<file path="config.mk">
export PLATFORM = sky130hd
export DESIGN_NAME = serial_api_frame_codec
export DESIGN_NICKNAME = d
export VERILOG_FILES = /design/src/rtl/serial_api_frame_codec_pkg.sv /design/src/rtl/serial_api_frame_codec.sv
export SDC_FILE = /design/constraint.sdc
export NUM_CORES = 1
export LEC_CHECK = 0
export BUFFER_PORTS_ARGS = -buffer_cell sky130_fd_sc_hd__buf_4
export CAP_MARGIN = 40
export CORE_MARGIN = 8
export CORE_UTILIZATION = 54
export DETAILED_ROUTE_END_ITERATION = 10
export GPL_TIMING_DRIVEN = 0
export MAX_ROUTING_LAYER = met4
export PLACE_DENSITY = 0.76
export SLEW_MARGIN = 20
export SYNTH_ARGS = -nofsm -noshare
export SYNTH_HDL_FRONTEND = slang
export SYNTH_SLANG_ARGS = --single-unit
</file>
<file path="constraint.sdc">
create_clock -name i_clk -period 2.47 [get_ports i_clk]
set_input_delay 0.1235 -clock i_clk [delete_from_list [all_inputs] [get_ports i_clk]]
set_output_delay 0.1235 -clock i_clk [all_outputs]
set_load 0.02 [all_outputs]
</file>
<file path="src/rtl/serial_api_frame_codec_pkg.sv">
// Constants, state types and helpers shared by the serial frame codec
package serial_api_frame_codec_pkg;

    // Mode selector values
    localparam logic [1:0]  MODE_TRANSPARENT = 2'h0;
    localparam logic [1:0]  MODE_FRAMED      = 2'h1;
    localparam logic [1:0]  MODE_ESCAPED     = 2'h2;

    // Special byte values
    localparam logic [7:0]  START_DELIM      = 8'h7e;
    localparam logic [7:0]  ESC_BYTE         = 8'h7d;
    localparam logic [7:0]  ESC_XOR          = 8'h20;
    localparam logic [7:0]  FLOW_RESUME      = 8'h11;
    localparam logic [7:0]  FLOW_PAUSE       = 8'h13;
    localparam logic [7:0]  CSUM_BASE        = 8'hff;
    localparam logic [7:0]  CSUM_GOOD        = 8'hff;

    // Values after reset and the count step
    localparam logic [7:0]  BYTE_RESET       = 8'h00;
    localparam logic [15:0] LEN_RESET        = 16'h0000;
    localparam logic [15:0] LEN_ONE          = 16'h0001;

    typedef enum logic [2:0] {
        RX_HUNT   = 3'b000,
        RX_LEN_HI = 3'b001,
        RX_LEN_LO = 3'b010,
        RX_DATA   = 3'b011,
        RX_CSUM   = 3'b100
    } rx_state_e;

    typedef enum logic [2:0] {
        TX_IDLE   = 3'b000,
        TX_LEN_HI = 3'b001,
        TX_LEN_LO = 3'b010,
        TX_DATA   = 3'b011,
        TX_CSUM   = 3'b100
    } tx_state_e;

    function automatic logic needs_escape(input logic [7:0] b);
        needs_escape = (b == START_DELIM) || (b == ESC_BYTE) || (b == FLOW_RESUME) || (b == FLOW_PAUSE);
    endfunction : needs_escape

    function automatic logic is_framed(input logic [1:0] mode);
        is_framed = (mode == MODE_FRAMED) || (mode == MODE_ESCAPED);
    endfunction : is_framed

endpackage : serial_api_frame_codec_pkg

</file>
<file path="src/rtl/serial_api_frame_codec.sv">
// Host serial byte stream framer and deframer
`timescale 1ns/1ps

// Notes on behaviour
// - Mode 0 transparent, 1 framed, 2 escaped
// - Transparent: every serial byte goes to radio
// - Transparent: radio payload sent raw, no framing
// - Framed: drop bytes until start delimiter
// - Bad frame: bytes already forwarded, o_tx_good low at o_tx_end, no host response
// - Escape is 0x7D then byte XOR 0x20
// - Escape only 7E, 7D, 11, 13
// - Checksum uses unescaped byte values
// - Checksum is 0xFF minus data sum
// - Accept when data plus checksum sum 0xFF
// - Length counts unescaped frame data only
// - Multi-byte values sent high byte first
// - First data byte is message type
module serial_api_frame_codec (
    // Clock and reset
    input  wire logic        i_clk,
    input  wire logic        i_srst,
    // Configuration
    input  wire logic [1:0]  i_framing_mode_select,
    // Bytes from host serial receiver
    input  wire logic        i_ser_rx_valid,
    input  wire logic [7:0]  i_ser_rx_data,
    // Deframed bytes toward radio transmit path
    output logic             o_tx_valid,
    output logic [7:0]       o_tx_data,
    output logic             o_tx_end,
    output logic             o_tx_good,
    // Radio payload to be sent to host
    input  wire logic        i_rf_valid,
    input  wire logic [7:0]  i_rf_data,
    input  wire logic        i_rf_last,
    input  wire logic [15:0] i_rf_len,
    output logic             o_rf_ready,
    // Bytes toward host serial transmitter
    output logic             o_ser_tx_valid,
    output logic [7:0]       o_ser_tx_data,
    input  wire logic        i_ser_tx_ready
);

    // Receive group
    serial_api_frame_codec_pkg::rx_state_e rx_state_r;
    serial_api_frame_codec_pkg::rx_state_e rx_state_nxt;
    logic                    rx_esc_r;
    logic                    rx_esc_nxt;
    logic [7:0]              rx_len_hi_r;
    logic [7:0]              rx_len_hi_nxt;
    logic [15:0]             rx_len_r;
    logic [15:0]             rx_len_nxt;
    logic [15:0]             rx_cnt_r;
    logic [15:0]             rx_cnt_nxt;
    logic [7:0]              rx_sum_r;
    logic [7:0]              rx_sum_nxt;
    logic                    tx_valid_r;
    logic                    tx_valid_nxt;
    logic [7:0]              tx_data_r;
    logic [7:0]              tx_data_nxt;
    logic                    tx_end_r;
    logic                    tx_end_nxt;
    logic                    tx_good_r;
    logic                    tx_good_nxt;

    // Transmit group
    serial_api_frame_codec_pkg::tx_state_e tx_state_r;
    serial_api_frame_codec_pkg::tx_state_e tx_state_nxt;
    logic                    hold_valid_r;
    logic                    hold_valid_nxt;
    logic [7:0]              hold_data_r;
    logic [7:0]              hold_data_nxt;
    logic                    hold_last_r;
    logic                    hold_last_nxt;
    logic [15:0]             hold_len_r;
    logic [15:0]             hold_len_nxt;
    logic                    rf_ready_r;
    logic                    rf_ready_nxt;
    logic [15:0]             out_len_r;
    logic [15:0]             out_len_nxt;
    logic [7:0]              out_sum_r;
    logic [7:0]              out_sum_nxt;
    logic                    esc_pend_r;
    logic                    esc_pend_nxt;
    logic [7:0]              pend_byte_r;
    logic [7:0]              pend_byte_nxt;
    logic                    ser_valid_r;
    logic                    ser_valid_nxt;
    logic [7:0]              ser_data_r;
    logic [7:0]              ser_data_nxt;

    // Receive next state
    always_comb begin
        logic [7:0] v;
        v             = serial_api_frame_codec_pkg::BYTE_RESET;
        rx_state_nxt  = rx_state_r;
        rx_esc_nxt    = rx_esc_r;
        rx_len_hi_nxt = rx_len_hi_r;
        rx_len_nxt    = rx_len_r;
        rx_cnt_nxt    = rx_cnt_r;
        rx_sum_nxt    = rx_sum_r;
        tx_valid_nxt  = 1'b0;
        tx_data_nxt   = tx_data_r;
        tx_end_nxt    = 1'b0;
        tx_good_nxt   = 1'b0;
        if (!serial_api_frame_codec_pkg::is_framed(i_framing_mode_select)) begin
            // Leaving framed mode abandons any frame in progress
            if (rx_state_r != serial_api_frame_codec_pkg::RX_HUNT) begin
                tx_end_nxt = 1'b1;
            end
            rx_state_nxt = serial_api_frame_codec_pkg::RX_HUNT;
            rx_esc_nxt   = 1'b0;
            if (i_ser_rx_valid) begin
                tx_valid_nxt = 1'b1;
                tx_data_nxt  = i_ser_rx_data;
            end
        end else if (i_ser_rx_valid) begin
            if ((i_framing_mode_select == serial_api_frame_codec_pkg::MODE_ESCAPED)
                && (i_ser_rx_data == serial_api_frame_codec_pkg::START_DELIM)) begin
                // An unescaped delimiter can only mean a new frame
                if (rx_state_r != serial_api_frame_codec_pkg::RX_HUNT) begin
                    tx_end_nxt = 1'b1;
                end
                rx_state_nxt = serial_api_frame_codec_pkg::RX_LEN_HI;
                rx_esc_nxt   = 1'b0;
            end else if ((i_framing_mode_select == serial_api_frame_codec_pkg::MODE_ESCAPED)
                         && (i_ser_rx_data == serial_api_frame_codec_pkg::ESC_BYTE) && !rx_esc_r) begin
                rx_esc_nxt = 1'b1;
            end else begin
                v          = rx_esc_r ? (i_ser_rx_data ^ serial_api_frame_codec_pkg::ESC_XOR) : i_ser_rx_data;
                rx_esc_nxt = 1'b0;
                case (rx_state_r)
                    serial_api_frame_codec_pkg::RX_HUNT: begin
                        if (i_ser_rx_data == serial_api_frame_codec_pkg::START_DELIM) begin
                            rx_state_nxt = serial_api_frame_codec_pkg::RX_LEN_HI;
                        end
                    end
                    serial_api_frame_codec_pkg::RX_LEN_HI: begin
                        rx_len_hi_nxt = v;
                        rx_state_nxt  = serial_api_frame_codec_pkg::RX_LEN_LO;
                    end
                    serial_api_frame_codec_pkg::RX_LEN_LO: begin
                        rx_len_nxt = {rx_len_hi_r, v};
                        rx_cnt_nxt = serial_api_frame_codec_pkg::LEN_RESET;
                        rx_sum_nxt = serial_api_frame_codec_pkg::BYTE_RESET;
                        // No room for a message type byte: malformed, nothing was forwarded yet
                        if ({rx_len_hi_r, v} == serial_api_frame_codec_pkg::LEN_RESET) begin
                            rx_state_nxt = serial_api_frame_codec_pkg::RX_HUNT;
                        end else begin
                            rx_state_nxt = serial_api_frame_codec_pkg::RX_DATA;
                        end
                    end
                    serial_api_frame_codec_pkg::RX_DATA: begin
                        tx_valid_nxt = 1'b1;
                        tx_data_nxt  = v;
                        rx_sum_nxt   = rx_sum_r + v;
                        rx_cnt_nxt   = rx_cnt_r + serial_api_frame_codec_pkg::LEN_ONE;
                        if ((rx_cnt_r + serial_api_frame_codec_pkg::LEN_ONE) == rx_len_r) begin
                            rx_state_nxt = serial_api_frame_codec_pkg::RX_CSUM;
                        end
                    end
                    serial_api_frame_codec_pkg::RX_CSUM: begin
                        tx_end_nxt   = 1'b1;
                        tx_good_nxt  = ((rx_sum_r + v) == serial_api_frame_codec_pkg::CSUM_GOOD);
                        rx_state_nxt = serial_api_frame_codec_pkg::RX_HUNT;
                    end
                    default: begin
                        rx_state_nxt = serial_api_frame_codec_pkg::RX_HUNT;
                    end
                endcase
            end
        end
    end

    always_ff @(posedge i_clk) begin
        if (i_srst) begin
            rx_state_r  <= serial_api_frame_codec_pkg::RX_HUNT;
            rx_esc_r    <= 1'b0;
            rx_len_hi_r <= serial_api_frame_codec_pkg::BYTE_RESET;
            rx_len_r    <= serial_api_frame_codec_pkg::LEN_RESET;
            rx_cnt_r    <= serial_api_frame_codec_pkg::LEN_RESET;
            rx_sum_r    <= serial_api_frame_codec_pkg::BYTE_RESET;
            tx_valid_r  <= 1'b0;
            tx_data_r   <= serial_api_frame_codec_pkg::BYTE_RESET;
            tx_end_r    <= 1'b0;
            tx_good_r   <= 1'b0;
        end else begin
            rx_state_r  <= rx_state_nxt;
            rx_esc_r    <= rx_esc_nxt;
            rx_len_hi_r <= rx_len_hi_nxt;
            rx_len_r    <= rx_len_nxt;
            rx_cnt_r    <= rx_cnt_nxt;
            rx_sum_r    <= rx_sum_nxt;
            tx_valid_r  <= tx_valid_nxt;
            tx_data_r   <= tx_data_nxt;
            tx_end_r    <= tx_end_nxt;
            tx_good_r   <= tx_good_nxt;
        end
    end

    // Transmit next state
    always_comb begin
        logic       free;
        logic       consume;
        logic       send_req;
        logic       send_raw;
        logic [7:0] send_b;
        free           = !ser_valid_r || i_ser_tx_ready;
        consume        = 1'b0;
        send_req       = 1'b0;
        send_raw       = 1'b0;
        send_b         = serial_api_frame_codec_pkg::BYTE_RESET;
        tx_state_nxt   = tx_state_r;
        out_len_nxt    = out_len_r;
        out_sum_nxt    = out_sum_r;
        esc_pend_nxt   = esc_pend_r;
        pend_byte_nxt  = pend_byte_r;
        ser_valid_nxt  = ser_valid_r && !i_ser_tx_ready;
        ser_data_nxt   = ser_data_r;
        hold_data_nxt  = hold_data_r;
        hold_last_nxt  = hold_last_r;
        hold_len_nxt   = hold_len_r;
        if (free) begin
            if (esc_pend_r) begin
                send_req     = 1'b1;
                send_raw     = 1'b1;
                send_b       = pend_byte_r;
                esc_pend_nxt = 1'b0;
            end else begin
                case (tx_state_r)
                    serial_api_frame_codec_pkg::TX_IDLE: begin
                        if (hold_valid_r) begin
                            if (!serial_api_frame_codec_pkg::is_framed(i_framing_mode_select)) begin
                                send_req = 1'b1;
                                send_raw = 1'b1;
                                send_b   = hold_data_r;
                                consume  = 1'b1;
                            end else begin
                                send_req     = 1'b1;
                                send_raw     = 1'b1;
                                send_b       = serial_api_frame_codec_pkg::START_DELIM;
                                out_len_nxt  = hold_len_r;
                                out_sum_nxt  = serial_api_frame_codec_pkg::BYTE_RESET;
                                tx_state_nxt = serial_api_frame_codec_pkg::TX_LEN_HI;
                            end
                        end
                    end
                    serial_api_frame_codec_pkg::TX_LEN_HI: begin
                        send_req     = 1'b1;
                        send_b       = out_len_r[15:8];
                        tx_state_nxt = serial_api_frame_codec_pkg::TX_LEN_LO;
                    end
                    serial_api_frame_codec_pkg::TX_LEN_LO: begin
                        send_req     = 1'b1;
                        send_b       = out_len_r[7:0];
                        tx_state_nxt = serial_api_frame_codec_pkg::TX_DATA;
                    end
                    serial_api_frame_codec_pkg::TX_DATA: begin
                        if (hold_valid_r) begin
                            send_req    = 1'b1;
                            send_b      = hold_data_r;
                            out_sum_nxt = out_sum_r + hold_data_r;
                            consume     = 1'b1;
                            if (hold_last_r) begin
                                tx_state_nxt = serial_api_frame_codec_pkg::TX_CSUM;
                            end
                        end
                    end
                    serial_api_frame_codec_pkg::TX_CSUM: begin
                        send_req     = 1'b1;
                        send_b       = serial_api_frame_codec_pkg::CSUM_BASE - out_sum_r;
                        tx_state_nxt = serial_api_frame_codec_pkg::TX_IDLE;
                    end
                    default: begin
                        tx_state_nxt = serial_api_frame_codec_pkg::TX_IDLE;
                    end
                endcase
            end
        end
        if (send_req) begin
            ser_valid_nxt = 1'b1;
            // Escape after the checksum sum is taken, so the sum stays on raw values
            if (!send_raw && (i_framing_mode_select == serial_api_frame_codec_pkg::MODE_ESCAPED)
                && serial_api_frame_codec_pkg::needs_escape(send_b)) begin
                ser_data_nxt  = serial_api_frame_codec_pkg::ESC_BYTE;
                esc_pend_nxt  = 1'b1;
                pend_byte_nxt = send_b ^ serial_api_frame_codec_pkg::ESC_XOR;
            end else begin
                ser_data_nxt = send_b;
            end
        end
        // One byte holding stage keeps the ready output registered
        hold_valid_nxt = (hold_valid_r && !consume) || (i_rf_valid && rf_ready_r);
        if (i_rf_valid && rf_ready_r) begin
            hold_data_nxt = i_rf_data;
            hold_last_nxt = i_rf_last;
            hold_len_nxt  = i_rf_len;
        end
        rf_ready_nxt = !hold_valid_nxt;
    end

    always_ff @(posedge i_clk) begin
        if (i_srst) begin
            tx_state_r   <= serial_api_frame_codec_pkg::TX_IDLE;
            hold_valid_r <= 1'b0;
            hold_data_r  <= serial_api_frame_codec_pkg::BYTE_RESET;
            hold_last_r  <= 1'b0;
            hold_len_r   <= serial_api_frame_codec_pkg::LEN_RESET;
            rf_ready_r   <= 1'b0;
            out_len_r    <= serial_api_frame_codec_pkg::LEN_RESET;
            out_sum_r    <= serial_api_frame_codec_pkg::BYTE_RESET;
            esc_pend_r   <= 1'b0;
            pend_byte_r  <= serial_api_frame_codec_pkg::BYTE_RESET;
            ser_valid_r  <= 1'b0;
            ser_data_r   <= serial_api_frame_codec_pkg::BYTE_RESET;
        end else begin
            tx_state_r   <= tx_state_nxt;
            hold_valid_r <= hold_valid_nxt;
            hold_data_r  <= hold_data_nxt;
            hold_last_r  <= hold_last_nxt;
            hold_len_r   <= hold_len_nxt;
            rf_ready_r   <= rf_ready_nxt;
            out_len_r    <= out_len_nxt;
            out_sum_r    <= out_sum_nxt;
            esc_pend_r   <= esc_pend_nxt;
            pend_byte_r  <= pend_byte_nxt;
            ser_valid_r  <= ser_valid_nxt;
            ser_data_r   <= ser_data_nxt;
        end
    end

    assign o_tx_valid     = tx_valid_r;
    assign o_tx_data      = tx_data_r;
    assign o_tx_end       = tx_end_r;
    assign o_tx_good      = tx_good_r;
    assign o_rf_ready     = rf_ready_r;
    assign o_ser_tx_valid = ser_valid_r;
    assign o_ser_tx_data  = ser_data_r;

endmodule : serial_api_frame_codec

</file>
# Word-level counts from Yosys, hierarchy flattened
# Cells that the tools add are included.
# totals
inputBits	40
latch_bits	0
regBits	135
elab_cells	162
ram_bits	0
romBits	0
memories	0
output_inout_bits	21
# op_classes
shift	0
eq_ne	28
add_sub_neg	4
order_cmp	0
n_mux	61
multipliers	0
n_div	0
n_reduce_logical	39
bitwise_logic	8
# ops
cell	n
8-bit 2-to-1 mux	15
8-bit one-hot mux with 5 select lines	1
8-bit by 7-bit equality test with 1-bit output (second input constant)	4
16-bit one-hot mux with 2 select lines	1
8-bit one-hot mux with 2 select lines	2
1-bit 2-to-1 mux	28
3-bit 2-to-1 mux	8
3-bit one-hot mux with 4 select lines	2
5-bit AND reduction	4
16-bit by 1-bit adder with 16-bit output (second input constant)	1
8-bit adder	2
16-bit equality test	1
8-bit by 5-bit equality test with 1-bit output (second input constant)	2
16-bit logical NOT	1
2-bit != test (second input constant)	7
3-bit by 2-bit equality test with 1-bit output (second input constant)	4
6-bit AND reduction	2
8-bit equality test (second input constant)	1
1-bit logical AND	8
1-bit inverter	8
4-bit AND reduction	2
8-bit subtractor (first input constant)	1
3-bit by 1-bit equality test with 1-bit output (second input constant)	2
3-bit equality test (second input constant)	2
other kinds (16)	31

# Logic depth before layout (Yosys ltp)
# Gate-level depths: netlist (run 1).
# logic_depth
ltp_word	14
mapped_depth	12
mapped_depth_nobuf	9

# Worst setup path after synthesis (run 1)
# OpenSTA, ideal clock, no wires.
# synth_path
kind	reg2reg
startpoint	register rx_cnt_r[0]
endpoint	register rx_state_r[2]
t_arrival_ns	2.342
setup_slack_ns	0.024
setup_time_ns	0.103
path_buffers	0
path_stages_with_launch	9
required_ns	2.367
synth_period_minus_slack_ns	2.446
path_cell_list	dfxtp_1 -> ha_1 -> nand3_1 -> nor4_1 -> xnor2_1 -> o2111ai_1 -> nor4_2 -> nand2_1 -> a2111oi_2
# synth_between
elab_chain_cells	4
# synth_rtl
item	line	source
from (decl)	serial_api_frame_codec.sv:53	logic [15:0] rx_cnt_r;
from (signal assigned)	serial_api_frame_codec.sv:181	rx_cnt_r <= serial_api_frame_codec_pkg::LEN_RESET;
from (signal assigned)	serial_api_frame_codec.sv:192	rx_cnt_r <= rx_cnt_nxt;
16-bit by 1-bit adder with 16-bit output	serial_api_frame_codec.sv:158	if ((rx_cnt_r + serial_api_frame_codec_pkg::LEN_ONE) == rx_len_r) begin
16-bit equality test	serial_api_frame_codec.sv:158	
3-bit != test (no source line)	n/a	
4-bit AND reduction (no source line)	n/a	
to (signal assigned)	serial_api_frame_codec.sv:177	rx_state_r <= serial_api_frame_codec_pkg::RX_HUNT;
to (signal assigned)	serial_api_frame_codec.sv:188	rx_state_r <= rx_state_nxt;
to (decl)	serial_api_frame_codec.sv:45	serial_api_frame_codec_pkg::rx_state_e rx_state_r;
# No other way between the ends.
# A chain may end at the register's enable or synchronous reset.

# Worst setup path in the final report (run 1)
# layout_path
startpoint	register tx_state_r[1]
endpoint	register pend_byte_r[2]
# layout_between
elab_chain_cells	10
word_cells_on_any_way	27
classes_between	eq/ne (8); mux (9); reduce/logical (10)
# layout_rtl
item	line	source
from (decl)	serial_api_frame_codec.sv:67	serial_api_frame_codec_pkg::tx_state_e tx_state_r;
from (signal assigned)	serial_api_frame_codec.sv:304	tx_state_r <= serial_api_frame_codec_pkg::TX_IDLE;
from (signal assigned)	serial_api_frame_codec.sv:317	tx_state_r <= tx_state_nxt;
3-bit equality test, or another cell as far along	serial_api_frame_codec.sv:230	case (tx_state_r)
8-bit one-hot mux with 5 select lines	serial_api_frame_codec.sv:230	
8-bit 2-to-1 mux	serial_api_frame_codec.sv:224	if (esc_pend_r) begin
8-bit 2-to-1 mux	serial_api_frame_codec.sv:223	if (free) begin
8-bit by 7-bit equality test with 1-bit output	serial_api_frame_codec_pkg.sv:40	needs_escape = (b == START_DELIM) || (b == ESC_BYTE) || (b == FLOW_RESUME) || (b == FLOW_PAUSE);
1-bit logical OR (3 in a row)	serial_api_frame_codec_pkg.sv:40	
1-bit logical AND	serial_api_frame_codec.sv:284	&& serial_api_frame_codec_pkg::needs_escape(send_b)) begin
2-bit AND reduction (no source line)	n/a	
to (signal assigned)	serial_api_frame_codec.sv:313	pend_byte_r <= serial_api_frame_codec_pkg::BYTE_RESET;
to (signal assigned)	serial_api_frame_codec.sv:326	pend_byte_r <= pend_byte_nxt;
to (decl)	serial_api_frame_codec.sv:85	logic [7:0] pend_byte_r;
# Parallel ways exist; a longest one is shown, timed or not.

==> results of run 1 <==
[timing repair]
item                       CTS  global route
cloned                       0             1
hold endpoints to repair    29             0
hold buffers                28             0
resized for setup           22            30
buffers inserted             3            12
pin swaps                    5            15
setup endpoints to repair   50            57
[metal layers]
| layer | share of wire [%] | routed length, microns | track usage, % | vias up |
|---|---|---|---|---|
| li1 | - | - | - | 3203 |
| met1 | 42 | 8358 | 28.19 | 3106 |
| met2 | 51 | 10150 | 43.14 | 230 |
| met3 | 5.5 | 1090 | 5.793 | 45 |
| met4 | 2.0 | 401 | 8.569 | 0 |
| met5 | 0 | 0 | - | - |
[how the worst max path moves through the flow]
stage | to | slack, ps
2_1_floorplan | rx_state_r[2] | 20
3_3_place_gp | rx_state_r[2] | -630
3_5_place_dp | rx_state_r[2] | -660
4_1_cts | rx_state_r[2] | -50
5_1_grt | rx_state_r[2] | -160
6_report | pend_byte_r[2] | -20
[per-stage QoR]
| stage | total power, mW | utilization [%] | instances | hold WS, ps |
|---|---|---|---|---|
| floorplan | 2.562 | - | 832 | 259.5 |
| global placement | 2.742 | 60.49 | 1064 | 372.8 |
| detailed placement | 2.748 | 60.49 | 1064 | 380.5 |
| CTS | 5.416 | 68.75 | 1127 | 0.7450 |
| global route | 5.596 | 70.13 | 1136 | 10.75 |
| finish | 5.421 | 70.13 | 1136 | 11.25 |
[cell families (layout without fill, tap and decap cells)]
family / Yosys count / after routing / synth area share [%]
multiplexers: 38 / 38 / 5.862
AND/OR/NAND/NOR: 342 / 342 / 24.40
XOR/XNOR: 34 / 34 / 4.293
flip-flops: 135 / 135 / 38.96
AO/OA/AOI/OAI: 196 / 196 / 18.74
adder cells (fa/ha/maj): 18 / 18 / 3.463
buffers and inverters: 69 / 201 / 4.275
[cells in the final DEF, fill, tap and decap left out, types with 6 or more instances in the layout]
| cell | count |
|---|---|
| inv_1 | 13 |
| nand3b_1 | 9 |
| buf_2 | 6 |
| buf_4 | 79 |
| clkbuf_16 | 17 |
| a21oi_1 | 86 |
| a22oi_1 | 17 |
| ha_1 | 15 |
| nor2b_1 | 18 |
| o21ai_0 | 18 |
| nor3_1 | 26 |
| dfxtp_1 | 129 |
| mux2_4 | 6 |
| or3_1 | 7 |
| xnor2_1 | 20 |
| dlygate4sd3_1 | 28 |
| nor4_1 | 6 |
| xor2_1 | 13 |
| a21o_1 | 8 |
| o21bai_1 | 6 |
| nand2_1 | 111 |
| nor2_1 | 85 |
| nand3_1 | 19 |
| mux2i_1 | 32 |
| clkbuf_1 | 30 |
[flip-flops by register name, indices dropped and copies added, names as in the netlist, 3 cells and up]
signal	count
hold_data_r	8
hold_len_r	16
o_ser_tx_data	8
o_tx_data	8
out_len_r	16
out_sum_r	8
pend_byte_r	8
rx_cnt_r	16
rx_len_hi_r	8
rx_len_r	16
rx_state_r	3
rx_sum_r	8
tx_state_r	3
[worst max-delay path, delay by kind of cell (launching register included)]
family	cells	cell delay [ps]
AO/OA/AOI/OAI	3	780
AND/OR/NAND/NOR	3	630
flip-flops	1	340
multiplexers	1	320
buffers and inverters	2	310
[area by class of cell]
| cell class | instances | area (sq um) | area share [%] |
|---|---|---|---|
| flip-flops and latches | 135 | 2713 | 30.77 |
| clock inverters | 14 | 175.2 | 1.987 |
| repair buffers | 104 | 854.6 | 9.695 |
| well taps | 172 | 215.2 | 2.441 |
| plain buffers | 51 | 242.7 | 2.754 |
| multi-input cells | 628 | 4123 | 46.77 |
| inverters | 14 | 52.55 | 0.5962 |
| clock buffers | 18 | 439.2 | 4.982 |
[power by group]
part	internal (mW)	switching, mW	leakage (nW)
Clock	1.62	1.03	0.292
Combinational	0.218	0.298	2.08
Sequential	2.22	0.0343	1.10
Total	4.06	1.36	3.47
==> flow_metrics.env, run 1 <==
export IMPL_outcome="finished, violations left"
export IMPL_violations="negative setup slack"
export IMPL_synth_most_common_cell="dfxtp_1"
export IMPL_detail_route_antenna_nets=0
export IMPL_core_rowCount=41
export IMPL_critical_path_class="reg -> reg"
export IMPL_path_clk_slew_ps=60
export IMPL_reg2reg_setup_slack_ps=-20
export IMPL_start_util_pct=55.19
export IMPL_worstHoldStart="i_ser_rx_data[3]"
export IMPL_worst_hold_path_endpoint="rx_len_r[3]"
export IMPL_die_y_microns=129.3
export IMPL_grt_max_degree=17
export IMPL_holdPathStages=3
export IMPL_p_leak_nw=3.472
export IMPL_timing_critical_path_required_ps=2790
export IMPL_wl_per_cell_microns=17.60
export IMPL_drt_initial_drc_count=540
export IMPL_insertion_delay_ps=430
export IMPL_synthDistinctLibCells=84
export IMPL_vias=6584
export IMPL_maxSlewHeadroom_pct=48.04
export IMPL_post_synth_inst_count=832
export IMPL_die_area_sq_mm=0.01673
export IMPL_finalClockSkew_ps=6.865
export IMPL_async_reset_ff_share_pct=0
export IMPL_power_density_mw_per_mm2=615.0
export IMPL_clock_root_buffer="clkbuf_16"
export IMPL_insertedDiodeCount=0
export IMPL_die_width_microns=129.3
export IMPL_r2r_worst_path_cells=9
export IMPL_yosys_register_bits=135
export IMPL_area_delta_synth_final_pct=27.07
export IMPL_worst_endpoint_arrival_ps=2810
export IMPL_clock_path_buffers=2
export IMPL_synthDominantCellAreaShare_pct=38.96
export IMPL_place_hpwl_microns=13500
export IMPL_post_route_worst_setup_slack_ps=-23.27
export IMPL_top_ff_cell_synth="dfxtp_1"
export IMPL_worstSetupEndpointType="flip-flop"
export IMPL_routability_driven_placement_congestion_ratio=0.9653
export IMPL_report_final_slew_viol_count=0
export IMPL_synth_edf_count=0
export IMPL_yosysWarningCount=0
export IMPL_netlist_top_cells_area="dfxtp_1 39%, a21oi_1 6.2%, nand2_1 6.0%"
export IMPL_timing_final_crit_share_pct=100.9
export IMPL_wirelength_microns=20000
export IMPL_tightestPinTransition_ps=776.0
export IMPL_final_setup_viol_count=5
export IMPL_worstSetupStartpoint="tx_state_r[1]"
export IMPL_first_pass_iters=5
export IMPL_dpl_cell_area_sq_mm=0.007602
export IMPL_totalNegativeSetupSlack_ps=-76.21
export IMPL_crit_reg2reg_launch="tx_state_r[1]"
export IMPL_crit_chain="buf_6 > or3b_1 > a211o_1 > a32oi_2 > buf_4 > nor4_4 > and4_4 > a31oi_4 > mux2_4"
export IMPL_io_buffer_count=60
export IMPL_post_route_cells_drive_above_1_share_pct=18.67
export IMPL_num_fill_cells=989
export IMPL_global_router_s_overall_resource_usage_pct=25.14
export IMPL_highest_clock_frequency_the_design_can_meet_ghz=0.4011
export IMPL_setup_repair_after_global_routing_missed_its_margin="yes"
export IMPL_grt_pass1_wl_microns=32170
export IMPL_timing_critical_path_slowest_cell_delay_ps=360
export IMPL_holdCritPathClass="in -> reg"
export IMPL_drc=0
export IMPL_cts_tree="built"
export IMPL_cts_sink_count=135
export IMPL_dpl_worst_slack_ps=-659.8
export IMPL_syn_area_sq_mm=0.006937
export IMPL_tritoncts_num_buffers=17
export IMPL_average_vias_per_placed_instance=5.796
export IMPL_final_period_minus_worst_setup_slack_ps=2493
export IMPL_post_synth_most_frequent_cells="135 x dfxtp_1, 111 x nand2_1, 87 x nor2_1, 86 x a21oi_1, 35 x clkbuf_1"
export IMPL_power_ir_vdd_worst_mv=0.6001
export IMPL_clock_tree_htree_level_count=4
export IMPL_timing_rr_end="pend_byte_r[2]"
export IMPL_critical_path_slowest_cell="or3b_1"
export IMPL_antenna_violations_before_repair=0
export IMPL_timing_hold_violations_final=0
export IMPL_synthesis_area_per_instance_sq_um=8.337
export IMPL_grt_overflow=0
export IMPL_drv_cap=0
export IMPL_syn_num_nets=890
export IMPL_final_nets=1009
export IMPL_timing_critical_path_fanout_max=5
export IMPL_synth_sequential_area_ratio_pct=38.96
export IMPL_synthDominantAreaCellType="dfxtp_1"
export IMPL_via_count_of_the_first_global_routing_pass=6445
export IMPL_worst_setup_path_start_kind="flip-flop"
export IMPL_core_area_sq_mm=0.01257
export IMPL_layout_cell_area_non_filler_sq_mm=0.008815
export IMPL_top_level_port_count=61
Note: power is estimated with default switching activity, not from simulation.
==> run 2: changes to the inputs <==
CELL_PAD_IN_SITES_DETAIL_PLACEMENT = 1   (was not set)
CELL_PAD_IN_SITES_GLOBAL_PLACEMENT = 2   (was not set)
CORE_UTILIZATION = 33   (was 54)
PLACE_DENSITY = not set   (was 0.76)
PLACE_DENSITY_LB_ADDON = 0.1   (was not set)
TNS_END_PERCENT = 5   (was not set)
==> run 2 against run 1 <==
Effect of this change: the flow still finishes with violations (negative setup slack); clock power down 7.5%; utilization decreased by 27 points; sequential power about the same; register-to-register slack lost 50 ps; fmax shrank 2.0%; critical path type unchanged; critical endpoint is now pend_byte_r[1]; highest routed layer unchanged.
==> flow_metrics.env, run 2 (synthesized netlist as in run 1, its figures left out) <==
export IMPL_timing_final_crit_share_pct=103.0
export IMPL_die_width_microns=161.0
export IMPL_insertedDiodeCount=0
export IMPL_grt_max_degree=17
export IMPL_tritoncts_num_buffers=17
export IMPL_drt_initial_drc_count=255
export IMPL_path_clk_slew_ps=60
export IMPL_start_util_pct=33.31
export IMPL_post_route_cells_drive_above_1_share_pct=19.86
export IMPL_critical_path_class="reg -> reg"
export IMPL_dp_cells=1167
export IMPL_clock_root_buffer="clkbuf_16"
export IMPL_place_hpwl_microns=17190
export IMPL_worst_setup_path_start_kind="flip-flop"
export IMPL_top_level_port_count=61
export IMPL_setup_repair_after_global_routing_missed_its_margin="yes"
export IMPL_holdCritPathClass="in -> reg"
export IMPL_final_nets=1012
export IMPL_detail_route_antenna_nets=0
export IMPL_layout_commonest_cell="dfxtp_1"
export IMPL_drv_cap=0
export IMPL_routability_driven_placement_congestion_ratio=0.9141
export IMPL_timing_critical_path_fanout_max=10
export IMPL_worstSetupStartpoint="tx_state_r[0]"
export IMPL_total_power_mw=5.228
export IMPL_vias=6509
export IMPL_power_ir_vdd_worst_mv=0.3768
export IMPL_most_common_layout_cells="128 x dfxtp_1, 110 x nand2_1, 86 x a21oi_1"
export IMPL_timing_critical_path_required_ps=2780
export IMPL_global_router_s_overall_resource_usage_pct=18.39
export IMPL_first_pass_iters=4
export IMPL_report_final_slew_viol_count=0
export IMPL_area_delta_synth_final_pct=29.17
export IMPL_violations="negative setup slack"
export IMPL_p_leak_nw=3.501
export IMPL_grt_pass1_wl_microns=37080
export IMPL_worstSetupEndpointType="flip-flop"
export IMPL_post_route_worst_setup_slack_ps=-73.26
export IMPL_maxSlewHeadroom_pct=48.64
export IMPL_highest_clock_frequency_the_design_can_meet_ghz=0.3932
export IMPL_average_vias_per_placed_instance=5.241
export IMPL_finalNonFillerCells=1242
export IMPL_worst_endpoint_arrival_ps=2850
export IMPL_layout_area_seq_sq_mm=0.002714
export IMPL_final_core_util_pct=43.03
export IMPL_reg2reg_setup_slack_ps=-70
export IMPL_worst_hold_path_endpoint="rx_len_r[6]"
export IMPL_io_buffer_count=60
export IMPL_clock_path_buffers=2
export IMPL_core_area_sq_mm=0.02082
export IMPL_timing_hold_violations_final=0
export IMPL_wl_per_cell_microns=18.62
export IMPL_num_fill_cells=2497
export IMPL_via_count_of_the_first_global_routing_pass=6880
export IMPL_r2r_worst_path_cells=8
export IMPL_cts_tree="built"
export IMPL_finalClockSkew_ps=9.443
export IMPL_final_setup_viol_count=5
export IMPL_multi_input_comb_area_sq_mm=0.004151
export IMPL_die_y_microns=161.0
export IMPL_final_period_minus_worst_setup_slack_ps=2543
export IMPL_tightestPinTransition_ps=770.4
export IMPL_insertion_delay_ps=430
export IMPL_crit_reg2reg_launch="tx_state_r[0]"
export IMPL_wirelength_microns=23120
export IMPL_drc=0
export IMPL_outcome="finished, violations left"
export IMPL_power_density_mw_per_mm2=583.5
export IMPL_clock_tree_htree_level_count=4
export IMPL_cts_sink_count=135
export IMPL_dpl_worst_slack_ps=-764.4
export IMPL_timing_rr_end="pend_byte_r[1]"
export IMPL_grt_overflow=0
export IMPL_antenna_violations_before_repair=0
export IMPL_holdPathStages=3
export IMPL_core_rowCount=53
export IMPL_worstHoldStart="i_ser_rx_data[6]"
export IMPL_die_area_sq_mm=0.02592
-- run 2: cell count changes in the layout (fill, tap and decap cells not counted), sizes merged --
cell         before  now
buf              90   94
bufinv            3    0
clkbuf           55   54
clkinv            7    3
dlygate4sd3      28   27
inv              15   23
-- run 2: through the flow --
step	instance area, sq um	setup TNS (ps)	hold slack [ps]
floorplan	6937	0	259.5
global placement	7731	-17320	369.1
detailed placement	7731	-18100	381.8
CTS	8761	-697.1	1.637
global route	8960	-1271	11.30
finish	8960	-265.2	16.13
-- run 2: power breakdown --
part | switching (mW) | internal (mW)
Combinational | 0.297 | 0.218
Sequential | 0.0351 | 2.22
Clock | 1.13 | 1.33
-- run 2: critical path, stage by stage (launching register included) --
cell	delay [ps]
dfxtp_1	310
buf_6	150
clkbuf_4	190
o41ai_1	540
o32ai_4	170
nor4_2	280
and4_4	300
a31o_4	180
mux2_4	310
-- run 2: routing by layer --
metal  vias up  wire length [microns]  part of all wire (%)  track usage, %
li1       3196                      -                     -               -
met1      3186                  10140                    44           20.89
met2        99                  11830                    51           31.68
met3        28                    700                   3.0           3.970
met4         0                    450                   1.9           6.145
met5         -                      0                     0               -
-- run 2: final cells by class --
type / instances / area share, %
Multi-Input combinational cell: 628 / 46.33
Sequential cell: 135 / 30.29
Timing Repair Buffer: 104 / 9.649
Clock buffer: 17 / 4.748
Tap cell: 275 / 3.840
Buffer: 54 / 3.044
Clock inverter: 15 / 1.508
Inverter: 14 / 0.5865
-- run 2: repair_timing --
item | CTS | global route
cloned | 0 | 0
hold buffers | 27 | 0
endpoints found under the setup margin | 55 | 55
pin swaps | 11 | 17
gates resized for setup | 36 | 32
endpoints found under the hold margin | 27 | 0
buffers inserted | 3 | 14
-- run 2: how the worst max path moves through the flow --
stage               cells past startpoint              to
floorplan                               8   rx_state_r[2]
global placement                        8   rx_state_r[2]
detailed placement                      8   rx_state_r[2]
CTS                                     9   rx_state_r[2]
global route                            8  pend_byte_r[1]
finish                                  8  pend_byte_r[1]
